$ cat src/pkg/soft_ramp_regs.svh
`ifndef SOFT_RAMP_REGS_SVH
`define SOFT_RAMP_REGS_SVH

// clock and reference update rate
`define SRS_CLK_HZ        10000000
`define SRS_UPDATE_HZ     10000
`define SRS_TICK_CYCLES   (`SRS_CLK_HZ / `SRS_UPDATE_HZ)
`define SRS_TICK_CNT_W    10

// reference and duty code layout
`define SRS_REF_W         12
`define SRS_FRAC_W        8
`define SRS_ACC_W         20
`define SRS_ACC_LSB       20'h00100
`define SRS_REF_MAX       12'hfff
`define SRS_DUTY_MAX      12'hfff
`define SRS_SCALE_SHIFT   7

// counter and gain widths, reset values
`define SRS_TIME_W        16
`define SRS_GAIN_W        16
`define SRS_ACC_RESET     20'h00000
`define SRS_GAIN_RESET    16'h0000

`endif

$ cat src/pkg/soft_ramp_pkg.sv
package soft_ramp_pkg;

   typedef enum logic [2:0] {
      ST_IDLE     = 3'b000,
      ST_ON_WAIT  = 3'b001,
      ST_RAMP_UP  = 3'b010,
      ST_REGULATE = 3'b011,
      ST_OFF_WAIT = 3'b100,
      ST_RAMP_DN  = 3'b101
   } rail_state_t;

   typedef enum logic [1:0] {
      MODE_RAMP   = 2'b00,
      MODE_NORMAL = 2'b01,
      MODE_LIGHT  = 2'b10
   } op_mode_t;

endpackage

$ cat src/design/ramp_tick.sv
`timescale 1ns/10ps
`include "soft_ramp_regs.svh"

module ramp_tick (
   // clock and reset
   input  wire logic clock,
   input  wire logic rst,
   // restart the period so a sequence starts on a whole period
   input  wire logic restart,
   output logic      tick
);

   logic [`SRS_TICK_CNT_W-1:0] count_r;
   wire                        wrap = (count_r == `SRS_TICK_CNT_W'(`SRS_TICK_CYCLES - 1));

   always_ff @(posedge clock or posedge rst) begin
      if (rst) begin
         count_r <= '0;
         tick    <= 1'b0;
      end else if (restart) begin
         count_r <= '0;
         tick    <= 1'b0;
      end else begin
         count_r <= wrap ? '0 : count_r + `SRS_TICK_CNT_W'(1);
         tick    <= wrap;
      end
   end

endmodule

$ cat src/design/prebias_duty.sv
`timescale 1ns/10ps
`include "soft_ramp_regs.svh"

module prebias_duty (
   // clock and reset
   input  wire logic                           clock,
   input  wire logic                           rst,
   // operands
   input  wire logic        [`SRS_REF_W-1:0]   refCode,
   input  wire logic        [`SRS_REF_W-1:0]   vinCode,
   input  wire logic        [7:0]              scale,
   input  wire logic signed [`SRS_REF_W-1:0]   offset,
   // duty estimate, 4096 = full period
   output logic             [`SRS_REF_W-1:0]   duty
);

   // nominal duty is vout over vin; a dead input reads as full duty
   wire        [23:0] numer   = {refCode, 12'h000};
   wire        [23:0] rawDuty = (vinCode == '0) ? 24'hffffff : numer / {12'h000, vinCode};
   wire        [31:0] scaled  = rawDuty * {24'h000000, scale};
   wire signed [26:0] shifted = $signed({2'b00, scaled[31:`SRS_SCALE_SHIFT]});
   wire signed [26:0] trimmed = shifted + 27'(offset);
   wire        [11:0] clipped = (trimmed < 0) ? 12'h000 :
                                (trimmed > 27'sh0000fff) ? `SRS_DUTY_MAX : trimmed[11:0];

   always_ff @(posedge clock or posedge rst) begin
      if (rst) duty <= '0;
      else     duty <= clipped;
   end

endmodule

$ cat src/design/soft_ramp_sequencer.sv
`timescale 1ns/10ps
`include "soft_ramp_regs.svh"

module soft_ramp_sequencer (
   // clock and reset
   input  wire logic                           clock,
   input  wire logic                           rst,
   // start and stop requests
   input  wire logic                           controlInputPin,
   input  wire logic                           pinControlEnable,
   input  wire logic                           cmdOn,
   input  wire logic                           cmdControlEnable,
   // sequencing configuration, times in 100 us update periods
   input  wire logic        [`SRS_TIME_W-1:0]  turnOnDelay,
   input  wire logic        [`SRS_TIME_W-1:0]  riseTime,
   input  wire logic        [`SRS_TIME_W-1:0]  turnOffDelay,
   input  wire logic        [`SRS_TIME_W-1:0]  fallTime,
   input  wire logic        [`SRS_REF_W-1:0]   targetVout,
   input  wire logic                           soleSource,
   input  wire logic        [`SRS_REF_W-1:0]   minPulse,
   input  wire logic        [7:0]              prebiasScale,
   input  wire logic signed [`SRS_REF_W-1:0]   prebiasOffset,
   // loop gain banks
   input  wire logic        [`SRS_GAIN_W-1:0]  gainRamp,
   input  wire logic        [`SRS_GAIN_W-1:0]  gainNormal,
   input  wire logic        [`SRS_GAIN_W-1:0]  gainLight,
   input  wire logic                           lightLoad,
   // sensed rail
   input  wire logic        [`SRS_REF_W-1:0]   voutSense,
   input  wire logic        [`SRS_REF_W-1:0]   vinSense,
   input  wire logic signed [7:0]              errorAdc,
   input  wire logic                           errorAdcSat,
   // power stage and compensator controls
   output logic             [`SRS_REF_W-1:0]   refDac,
   output logic                                pwmOutput,
   output logic                                syncRectifierEnable,
   output logic             [`SRS_GAIN_W-1:0]  loopGain,
   output soft_ramp_pkg::op_mode_t             opMode,
   // status
   output soft_ramp_pkg::rail_state_t          railState,
   output logic                                regulated
);

   soft_ramp_pkg::rail_state_t state_r, state_nxt;
   soft_ramp_pkg::op_mode_t    mode_nxt;
   logic [`SRS_ACC_W-1:0]      acc_r, acc_nxt;
   logic [`SRS_ACC_W-1:0]      stepDn_r, stepDn_nxt;
   logic [`SRS_TIME_W-1:0]     cnt_r, cnt_nxt;
   logic [`SRS_REF_W-1:0]      prebias_r, prebias_nxt;
   logic                       pwm_nxt, sr_nxt;
   logic                       tickRestart;
   logic                       tick;
   logic [`SRS_REF_W-1:0]      duty;
   logic                       pinMeta_r, pinSync_r;

   // control pin is asynchronous to the clock
   always_ff @(posedge clock or posedge rst) begin
      if (rst) begin
         pinMeta_r <= 1'b0;
         pinSync_r <= 1'b0;
      end else begin
         pinMeta_r <= controlInputPin;
         pinSync_r <= pinMeta_r;
      end
   end

   wire runReq = (pinControlEnable & pinSync_r) | (cmdControlEnable & cmdOn);

   ramp_tick u_tick (
      .clock   (clock),
      .rst     (rst),
      .restart (tickRestart),
      .tick    (tick)
   );

   prebias_duty u_duty (
      .clock   (clock),
      .rst     (rst),
      .refCode (acc_r[`SRS_ACC_W-1:`SRS_FRAC_W]),
      .vinCode (vinSense),
      .scale   (prebiasScale),
      .offset  (prebiasOffset),
      .duty    (duty)
   );

   // fractional accumulator keeps the ramp from drifting off the target time
   wire [`SRS_TIME_W-1:0] riseDiv  = (riseTime == '0) ? `SRS_TIME_W'(1) : riseTime;
   wire [`SRS_TIME_W-1:0] fallDiv  = (fallTime == '0) ? `SRS_TIME_W'(1) : fallTime;
   wire [`SRS_ACC_W-1:0]  targetAcc = {targetVout, `SRS_FRAC_W'(0)};
   wire [`SRS_ACC_W-1:0]  stepUp   = targetAcc / `SRS_ACC_W'(riseDiv);
   wire [`SRS_ACC_W-1:0]  stepDnCalc = acc_r / `SRS_ACC_W'(fallDiv);
   wire [`SRS_REF_W-1:0]  refNow   = acc_r[`SRS_ACC_W-1:`SRS_FRAC_W];
   wire                   errHigh  = (errorAdc > 8'sd0);
   wire                   errLow   = (errorAdc < 8'sd0);
   wire                   canRise  = (refNow != `SRS_REF_MAX);
   wire                   canFall  = (refNow != '0);
   wire [`SRS_ACC_W-1:0]  accUp    = canRise ? acc_r + `SRS_ACC_LSB : acc_r;
   wire [`SRS_ACC_W-1:0]  accDown  = canFall ? acc_r - `SRS_ACC_LSB : acc_r;
   // reference chases the output: high error means output sits above reference
   wire [`SRS_ACC_W-1:0]  accChase = errHigh ? accUp : (errLow ? accDown : acc_r);
   wire                   satOverride = errorAdcSat & pwmOutput;
   wire                   enableReady = (refNow >= prebias_r) && (duty > minPulse);
   wire                   riseLast = ({1'b0, cnt_r} + 17'd1) >= {1'b0, riseDiv};
   wire                   fallLast = (({1'b0, cnt_r} + 17'd1) >= {1'b0, fallDiv}) || (acc_r <= stepDn_r);
   wire [`SRS_ACC_W-1:0]  accRise  = ((targetAcc - acc_r) <= stepUp) ? targetAcc : acc_r + stepUp;
   wire [`SRS_TIME_W-1:0] cntInc   = cnt_r + `SRS_TIME_W'(1);

   always_comb begin
      state_nxt   = state_r;
      acc_nxt     = acc_r;
      cnt_nxt     = cnt_r;
      stepDn_nxt  = stepDn_r;
      prebias_nxt = prebias_r;
      pwm_nxt     = pwmOutput;
      sr_nxt      = syncRectifierEnable;
      tickRestart = 1'b0;
      unique case (state_r)
         soft_ramp_pkg::ST_IDLE: begin
            pwm_nxt = 1'b0;
            sr_nxt  = 1'b0;
            if (runReq) begin
               state_nxt   = soft_ramp_pkg::ST_ON_WAIT;
               cnt_nxt     = '0;
               tickRestart = 1'b1;
            end else if (tick) begin
               acc_nxt = accChase;
            end
         end
         soft_ramp_pkg::ST_ON_WAIT: begin
            if (!runReq) begin
               state_nxt = soft_ramp_pkg::ST_IDLE;
            end else if (cnt_r == turnOnDelay) begin
               state_nxt   = soft_ramp_pkg::ST_RAMP_UP;
               cnt_nxt     = '0;
               acc_nxt     = `SRS_ACC_RESET;
               prebias_nxt = voutSense;
            end else if (tick) begin
               cnt_nxt = cntInc;
            end
         end
         soft_ramp_pkg::ST_RAMP_UP: begin
            if (!runReq) begin
               state_nxt   = soft_ramp_pkg::ST_OFF_WAIT;
               cnt_nxt     = '0;
               tickRestart = 1'b1;
            end else begin
               if (enableReady) begin
                  pwm_nxt = 1'b1;
                  sr_nxt  = 1'b1;
               end
               if (tick) begin
                  if (satOverride) begin
                     acc_nxt = accChase;
                  end else if (riseLast) begin
                     acc_nxt   = targetAcc;
                     state_nxt = soft_ramp_pkg::ST_REGULATE;
                     pwm_nxt   = 1'b1;
                     sr_nxt    = 1'b1;
                  end else begin
                     acc_nxt = accRise;
                     cnt_nxt = cntInc;
                  end
               end
            end
         end
         soft_ramp_pkg::ST_REGULATE: begin
            acc_nxt = targetAcc;
            if (!runReq) begin
               state_nxt   = soft_ramp_pkg::ST_OFF_WAIT;
               cnt_nxt     = '0;
               tickRestart = 1'b1;
            end
         end
         soft_ramp_pkg::ST_OFF_WAIT: begin
            // a stop, once requested, runs to idle before a new start is taken
            if (cnt_r == turnOffDelay) begin
               state_nxt  = soft_ramp_pkg::ST_RAMP_DN;
               cnt_nxt    = '0;
               stepDn_nxt = stepDnCalc;
               sr_nxt     = syncRectifierEnable & soleSource;
            end else if (tick) begin
               cnt_nxt = cntInc;
            end
         end
         soft_ramp_pkg::ST_RAMP_DN: begin
            if (syncRectifierEnable && duty <= minPulse) begin
               sr_nxt = 1'b0;
            end
            if (tick) begin
               if (satOverride) begin
                  acc_nxt = accChase;
               end else if (fallLast) begin
                  acc_nxt   = `SRS_ACC_RESET;
                  state_nxt = soft_ramp_pkg::ST_IDLE;
                  pwm_nxt   = 1'b0;
                  sr_nxt    = 1'b0;
               end else begin
                  acc_nxt = acc_r - stepDn_r;
                  cnt_nxt = cntInc;
               end
            end
         end
         default: begin
            state_nxt = soft_ramp_pkg::ST_IDLE;
            pwm_nxt   = 1'b0;
            sr_nxt    = 1'b0;
         end
      endcase
   end

   // ramps and delays share the ramp bank; regulation picks by load
   always_comb begin
      if (state_nxt == soft_ramp_pkg::ST_REGULATE)
         mode_nxt = lightLoad ? soft_ramp_pkg::MODE_LIGHT : soft_ramp_pkg::MODE_NORMAL;
      else
         mode_nxt = soft_ramp_pkg::MODE_RAMP;
   end

   wire [`SRS_GAIN_W-1:0] gainSel = (mode_nxt == soft_ramp_pkg::MODE_LIGHT)  ? gainLight :
                                    (mode_nxt == soft_ramp_pkg::MODE_NORMAL) ? gainNormal : gainRamp;

   always_ff @(posedge clock or posedge rst) begin
      if (rst) begin
         state_r   <= soft_ramp_pkg::ST_IDLE;
         acc_r     <= `SRS_ACC_RESET;
         stepDn_r  <= `SRS_ACC_RESET;
         cnt_r     <= '0;
         prebias_r <= '0;
      end else begin
         state_r   <= state_nxt;
         acc_r     <= acc_nxt;
         stepDn_r  <= stepDn_nxt;
         cnt_r     <= cnt_nxt;
         prebias_r <= prebias_nxt;
      end
   end

   // the compensator sees this reference and forms duty from its error
   always_ff @(posedge clock or posedge rst) begin
      if (rst) begin
         pwmOutput           <= 1'b0;
         syncRectifierEnable <= 1'b0;
         opMode              <= soft_ramp_pkg::MODE_RAMP;
         loopGain            <= `SRS_GAIN_RESET;
      end else begin
         pwmOutput           <= pwm_nxt;
         syncRectifierEnable <= sr_nxt;
         opMode              <= mode_nxt;
         loopGain            <= gainSel;
      end
   end

   assign refDac    = refNow;
   assign railState = state_r;
   assign regulated = (state_r == soft_ramp_pkg::ST_REGULATE);

   idle_outputs_off_a: assert property (
      @(posedge clock) disable iff (rst)
      (state_r == soft_ramp_pkg::ST_IDLE) && $past(state_r == soft_ramp_pkg::ST_IDLE)
      |-> !pwmOutput && !syncRectifierEnable)
      else $error("outputs active while rail idle");

   enable_gate_a: assert property (
      @(posedge clock) disable iff (rst)
      $rose(pwmOutput) && $past(state_r == soft_ramp_pkg::ST_RAMP_UP) && $past(!tick)
      |-> $past(refNow >= prebias_r) && $past(duty > minPulse))
      else $error("outputs enabled before pre-bias and minimum pulse met");

   ramp_rate_a: assert property (
      @(posedge clock) disable iff (rst)
      $past(state_r == soft_ramp_pkg::ST_RAMP_UP) && (state_r == soft_ramp_pkg::ST_RAMP_UP)
      && (refDac != $past(refDac)) |-> $past(tick))
      else $error("reference moved off an update period");

   shared_sr_off_a: assert property (
      @(posedge clock) disable iff (rst)
      $rose(state_r == soft_ramp_pkg::ST_RAMP_DN) && !$past(soleSource) |-> !syncRectifierEnable)
      else $error("rectifier still on at start of shared-rail stop");

   final_clamp_a: assert property (
      @(posedge clock) disable iff (rst)
      $rose(regulated) |-> (refDac == $past(targetVout)) ##1 (refDac == $past(targetVout)))
      else $error("reference not at target when regulation reached");

   sat_override_a: assert property (
      @(posedge clock) disable iff (rst)
      (state_r == soft_ramp_pkg::ST_RAMP_UP) && runReq && tick && errorAdcSat && pwmOutput
      && (errorAdc > 8'sd0) && (refDac != `SRS_REF_MAX) |=> refDac == $past(refDac) + 12'h001)
      else $error("saturation did not step reference toward output");

   stop_to_idle_a: assert property (
      @(posedge clock) disable iff (rst)
      (state_r == soft_ramp_pkg::ST_RAMP_DN) && tick && !(errorAdcSat && pwmOutput) && fallLast
      |=> (state_r == soft_ramp_pkg::ST_IDLE) && !pwmOutput && (refDac == 12'h000))
      else $error("finished stop ramp did not return to idle");

   bank_select_a: assert property (
      @(posedge clock) disable iff (rst)
      (opMode == soft_ramp_pkg::MODE_RAMP) && !$past(rst) |-> (loopGain == $past(gainRamp)))
      else $error("ramp mode without ramp gain bank");

   idle_chase_a: assert property (
      @(posedge clock) disable iff (rst)
      (state_r == soft_ramp_pkg::ST_IDLE) && !runReq && tick && (errorAdc < 8'sd0)
      && (refDac != 12'h000) |=> refDac == $past(refDac) - 12'h001)
      else $error("idle reference did not follow error");

   on_delay_a: assert property (
      @(posedge clock) disable iff (rst)
      (state_r == soft_ramp_pkg::ST_ON_WAIT) && runReq && (cnt_r != turnOnDelay)
      |=> state_r != soft_ramp_pkg::ST_RAMP_UP)
      else $error("ramp began before turn-on delay elapsed");

   off_delay_a: assert property (
      @(posedge clock) disable iff (rst)
      $rose(state_r == soft_ramp_pkg::ST_RAMP_DN) |-> $past(cnt_r == turnOffDelay))
      else $error("stop ramp began before turn-off delay elapsed");

endmodule

$ cat config.mk
export PLATFORM = sky130hd
export DESIGN_NAME = soft_ramp_sequencer
export DESIGN_NICKNAME = d
export VERILOG_FILES = /design/src/pkg/soft_ramp_pkg.sv /design/src/design/ramp_tick.sv /design/src/design/prebias_duty.sv /design/src/design/soft_ramp_sequencer.sv
export VERILOG_INCLUDE_DIRS = /design/src /design/src/pkg
export SDC_FILE = /design/constraint.sdc
export NUM_CORES = 2
export LEC_CHECK = 0
export BUFFER_PORTS_ARGS = -buffer_cell sky130_fd_sc_hd__buf_2
export CAP_MARGIN = 10
export CORE_UTILIZATION = 59
export CTS_CLUSTER_SIZE = 10
export DETAILED_ROUTE_END_ITERATION = 6
export PLACE_DENSITY_LB_ADDON = 0.05
export SYNTH_ARGS = -nofsm -noshare
export SYNTH_HDL_FRONTEND = slang
export SYNTH_SLANG_ARGS = --single-unit
$ cat constraint.sdc
create_clock -name clock -period 59.3 [get_ports clock]
set_input_delay 11.86 -clock clock [delete_from_list [all_inputs] [get_ports clock]]
set_output_delay 11.86 -clock clock [all_outputs]
set_load 0.1 [all_outputs]
After elaboration in Yosys (flattened, before gate mapping)
Index checks and enable logic that the tools add are counted.
{"block": "classes", "reduce_logical": 19, "magnitude_cmp": 11, "mux": 79, "div_mod_pow": 3, "n_mul": 1, "bitwise": 7, "n_addsub": 9, "n_eq_ne": 28}
{"op": "two-way mux 20 bit", "n": 16}
{"op": "two-way mux 16 bit", "n": 17}
{"op": "case mux 20 bit (5 select lines)", "n": 1}
{"op": "case mux 16 bit (6 select lines)", "n": 1}
{"op": "divider 20 x 16 -> 20 bit", "n": 2}
{"op": "<= comparator 20 bit", "n": 2}
{"op": "subtractor 20 bit", "n": 2}
{"op": "two-way mux 3 bit", "n": 12}
{"op": ">= comparator 17 x 16 -> 1 bit", "n": 2}
{"op": "equality test 16 bit", "n": 2}
{"op": "zero test 16 bit", "n": 2}
{"op": "multiplier 24 x 8 -> 32 bit", "n": 1}
{"op": "adder 26 x 12 -> 27 bit", "n": 1}
{"op": "> comparator 27 x 13 -> 1 bit (second input constant)", "n": 1}
{"op": "less-than comparator 27 x 1 -> 1 bit (second input constant)", "n": 1}
{"op": "divider 24 x 12 -> 24 bit", "n": 1}
{"op": "two-way mux 12 bit", "n": 2}
{"op": "two-way mux 24 bit", "n": 1}
{"op": "two-way mux 1 bit", "n": 21}
{"op": "adder 20 bit", "n": 1}
{"op": "adder 20 x 9 -> 20 bit (second input constant)", "n": 1}
{"op": "two-way mux 10 bit", "n": 2}
{"op": "inequality test 2 bit (second input constant)", "n": 10}
{"op": "subtractor 20 x 9 -> 20 bit (second input constant)", "n": 1}
{"op": "other kinds (40)", "n": 54}
{"block": "totals", "output_inout_bits": 36, "regBits": 116, "inputBits": 197}

Depth between registers and ports, before layout
{"block": "logic_depth", "depth_word": 13, "mapped_depth": 337, "ltp_nobuf": 310}

By module
From an unflattened synthesis, not the netlist that was laid out.
{"block": "unflattened", "hier_cells": 7041, "hier_area_um2": 51783.4}
{"mod": "soft_ramp_sequencer", "cells_per_inst": 4022, "n_inst": 1, "area_per_inst_um2": 29692.2}
{"mod": "prebias_duty", "cells_per_inst": 2961, "n_inst": 1, "area_per_inst_um2": 21554.4}
{"mod": "ramp_tick", "cells_per_inst": 58, "n_inst": 1, "area_per_inst_um2": 536.8}

Least setup slack after synthesis
No wires, ideal clock.
{"block": "synth_timing", "path_kind": "in2reg", "from": "input vinSense[0]", "to": "register u_duty.duty[10]", "path_stages": 315, "path_slack_ns": -14.581, "arrival_time_ns": 73.762, "setup_time_ns": 0.119, "n_path_buf": 29, "cell_sequence": "clkbuf_1 clkinv_1 clkbuf_1 ha_1 a21oi_1 ha_1 or4b_2 o311ai_0 a211oi_2 ha_1 a21oi_1 nand2_1 and2_1 o21a_1 ha_1 or3_1 o22a_1 o21a_4 (+279 left out) a21oi_1 nor2b_1 o21a_1 nor2_1 nor2b_1 o21a_1 o21a_1 o21ai_0 nand2b_1 a21oi_1 nor2b_1 o21ai_0 nand2b_1 a21oi_1 xnor2_1 a211o_1 clkbuf_1 o21a_1"}
{"block": "synth_via", "elab_chain_len": 7}
{"element": "from (decl)", "line": "soft_ramp_sequencer.sv:30", "text": "input wire logic [`SRS_REF_W-1:0] vinSense,"}
{"element": "divider 24 x 12 -> 24 bit / zero test 12 bit (equally long branches)", "line": "prebias_duty.sv:19", "text": "wire [23:0] rawDuty = (vinCode == '0) ? 24'hffffff : numer / {12'h000, vinCode};"}
{"element": "two-way mux 24 bit *", "line": "prebias_duty.sv:19"}
{"element": "multiplier 24 x 8 -> 32 bit *", "line": "prebias_duty.sv:20", "text": "wire [31:0] scaled = rawDuty * {24'h000000, scale};"}
{"element": "adder 26 x 12 -> 27 bit *", "line": "prebias_duty.sv:22", "text": "wire signed [26:0] trimmed = shifted + 27'(offset);"}
{"element": "> comparator 27 x 13 -> 1 bit", "line": "prebias_duty.sv:24", "text": "(trimmed > 27'sh0000fff) ? `SRS_DUTY_MAX : trimmed[11:0];"}
{"element": "two-way mux 12 bit", "line": "prebias_duty.sv:24"}
{"element": "two-way mux 12 bit *", "line": "prebias_duty.sv:23", "text": "wire [11:0] clipped = (trimmed < 0) ? 12'h000 :"}
{"element": "via u_duty.clipped[10]", "line": "prebias_duty.sv:23"}
{"element": "to (signal assigned)", "line": "prebias_duty.sv:28", "text": "else duty <= clipped;"}
{"element": "to (decl)", "line": "prebias_duty.sv:14", "text": "output logic [`SRS_REF_W-1:0] duty"}
The timed path passes the listed nets; every way through them passes the cells marked *.
A chain may end at the register's enable or synchronous reset.

Worst setup path after layout
{"block": "layout_timing", "from": "input vinSense[8]", "to": "register u_duty.duty[9]"}
The elaborated chain is that of the path after synthesis.

==> impl_metrics.ini <==
[run_status]
status = finished, violations left
violations = DRC, setup timing

[yosys]
postSynthAreaPerCell_sq_um = 7.36
synthesis.nets = 7549
yosysSeqAreaShare_pct = 6.16
yosysWarnings = 0
netlist_area_sq_mm = 0.0472
ys_types = 118
netlist_instances = 6404
synth-edff-count = 0
ys_seq_elements = 116
synth-async-reset-ratio_pct = 100
synth_ff_type = dfrtp_1

[clock_tree]
path_clk_slew_ps = 80
insertion_delay_ps = 510
clock-root-buffer = clkbuf_16
cts_num_sinks = 116
htreeDepth = 4
cts_buffers = 17
cts_tree = built
cts_buffer_depth = 2

[die]
die_x_microns = 285
fp.dieH_microns = 285
row_count = 103
core-area_sq_mm = 0.0790
initial_utilization_pct = 59.7
pin_count = 233
dieArea_sq_mm = 0.0811

[sta]
fmax_mhz = 14.7
report.final.slew_viol_count = 0
fin_crit_ps = 68090
worst_slew_pin_slew_ps = 1370
min_period_over_period_pct = 115
relSlewSlack_pct = 8.01
rsz0062_at_grt = yes
finalWorstSetupSlack_ps = -8790
hold_violations = 0
setup_viol = 33
clock_skew_ps = 25.1

[placed_design]
place_congestion = 0.985
dp_cells = 8871
pre_cts_ws_ps = -8040
dp_hpwl_microns = 132000
portBuffers = 232

[flow_run]
maxCapViolations = 0

[critical_path]
r2r_cells = 286
crit_cells = 290
worst-path-max-fanout = 11
endpoint_kind = flip-flop
required_ps = 59680
arrival_ps = 68460
critPathMaxStageDelay_ps = 550
r2r_end = u_duty.duty[9]
crit_slowest_cell = fa_2
r2r-start = acc_r[19]
path_class = primary input to flip-flop
cp-start-kind = primary input
cp.buffers_inverters = 26
crit_start = vinSense[8]
cp_top_family = compound AO/OA/AOI/OAI gates
rrSetupSlack_ps = 2360
crit_top_cell = o21a_1
endpoint = u_duty.duty[9]

[cells_and_area]
multi_input_area_sq_mm = 0.0457
register_area_sq_mm = 0.00290
layout_commonest_cell = buf_4
stdcell_count = 9537
final_cell_mix = buf_4 (1,990), ha_1 (734), nand2_1 (515)
fill_cells = 4334
areaGrowthSynthToFinish_pct = 45.8
drive_gt1_share_pct = 37.1
fin_nets = 9615

[drt]
antenna_left = 0
drtPass1Iterations = 7
post_drt_wl_per_cell_microns = 21.3
drt_iter0_drc = 6249
via_per_inst = 6.46
drcViolationCount = 8
vias = 61600
wl_microns = 203000

[global_route]
grt_pass1_wl_microns = 287000
grt_max_degree = 63
met1_usage_pct = 52.6
grtUsageTotal_pct = 43.0
grt_util_met3_pct = 8.33
grt_pass1_vias = 57500
busiest_layer = met2
antenna_found_initial = 9
grt-ovfl-total = 0
met2_usage_pct = 71.2

[min_path]
min_path_type = flip-flop to flip-flop
synth_stat cells (13+ instances only):
library cell / instances / area, sq um
a21boi_0: 17 / 128
o21bai_1: 62 / 465
a221oi_1: 15 / 131
nand2b_1: 120 / 751
buf_1: 15 / 56.3
nor3_1: 325 / 1630
o21ai_0: 324 / 1620
o221ai_1: 16 / 140
o211ai_1: 46 / 345
or4_1: 15 / 113
inv_1: 427 / 1600
nor2b_1: 70 / 438
xnor2_1: 261 / 2290
and2_1: 123 / 769
and3_1: 38 / 238
o31ai_1: 181 / 1360
fa_1: 136 / 2720
clkbuf_1: 188 / 706
dfrtp_1: 116 / 2900
a21o_1: 198 / 1490
nand2_1: 560 / 2100
nand3_1: 113 / 566
o21a_1: 313 / 2350
mux2i_1: 47 / 470
a21oi_1: 535 / 2680
a211o_1: 13 / 114
mux2_2: 127 / 1430
or2_2: 60 / 375
a31oi_1: 29 / 181
or3_1: 49 / 307
nor4_1: 34 / 213
nand4_1: 83 / 519
ha_1: 812 / 10200
nor2_1: 509 / 1910
xor2_1: 103 / 902
a211oi_1: 35 / 263
o22ai_1: 20 / 125
stage by stage:
step	TNS [ps]	area, sq um	hold WS (ps)	util [%]
final	-139370	68800	372	87.1
after global routing	-196880	68800	373	87.0
after CTS	-63940	65500	371	82.9
after detailed placement	-117150	60700	342	76.8
after global placement	-82660	60700	335	76.8
after floorplan	-98980	49100	331	-
cell type report:
type | instances | share of cell area, %
Tap cell | 1050 | 1.91
Multi-Input combinational cell | 5641 | 66.4
Clock inverter | 13 | 0.200
Clock buffer | 19 | 0.644
Antenna cell | 4 | 0.0146
Timing Repair Buffer | 2263 | 24.2
Sequential cell | 116 | 4.22
Inverter | 431 | 2.41
kinds of logic (layout without fill, tap and decap cells):
family	count (synthesis)	count (layout)	share of synthesized area, %
multiplexers	180	180	4.23
other	0	4	0
buffers and inverters	649	2726	5.24
XOR/XNOR	365	365	6.81
adder cells (fa/ha/maj)	949	949	27.3
flip-flops	116	116	6.16
AND/OR/NAND/NOR	2163	2163	22.4
AO/OA/AOI/OAI	1982	1984	27.9
how the worst min path moves through the flow:
| stage | startpoint | to | slack [ps] | depth (start not counted) |
|---|---|---|---|---|
| final | pinMeta_r | pinSync_r | 370 | 0 |
| after global placement | pinMeta_r | pinSync_r | 330 | 0 |
| after global routing | pinMeta_r | pinSync_r | 370 | 0 |
| after detailed placement | pinMeta_r | pinSync_r | 340 | 0 |
| after CTS | pinMeta_r | pinSync_r | 370 | 0 |
| after floorplan | pinMeta_r | pinSync_r | 330 | 0 |
flip-flops by register name (all words and copies together), names as in the netlist:
register             flops
acc_r                   20
stepDn_r                20
cnt_r                   16
loopGain                16
prebias_r               12
u_duty.duty             12
u_tick.count_r          10
railState                3
opMode                   2
pinMeta_r                1
pinSync_r                1
pwmOutput                1
syncRectifierEnable      1
u_tick.tick              1
worst register-to-register path, delay by kind of cell, from the launching register on:
kind / cells / cell delay (ps)
AO/OA/AOI/OAI: 157 / 29120
XOR/XNOR: 1 / 130
adder cells (fa/ha/maj): 30 / 8900
buffers and inverters: 25 / 3320
flip-flops: 1 / 680
multiplexers: 5 / 1460
AND/OR/NAND/NOR: 68 / 13180
repair_timing:
item | 4_1_cts | 5_1_grt
cloned | 4 | 1
setup endpoints to repair | 33 | 34
setup buffers | 415 | 219
hold buffers | 0 | 0
pin swaps | 247 | 520
resized for setup | 239 | 371
layer usage:
metal | vias to the layer above | part of all wire, %
li1 | 27600 | -
met2 | 4142 | 45
met1 | 28500 | 37
met3 | 1399 | 11
met5 | - | 0.038
met4 | 10 | 7.3
Power is left out: the tool's default activity adds up to more than one toggle a clock period on the data nets, which glitch-free logic cannot reach.
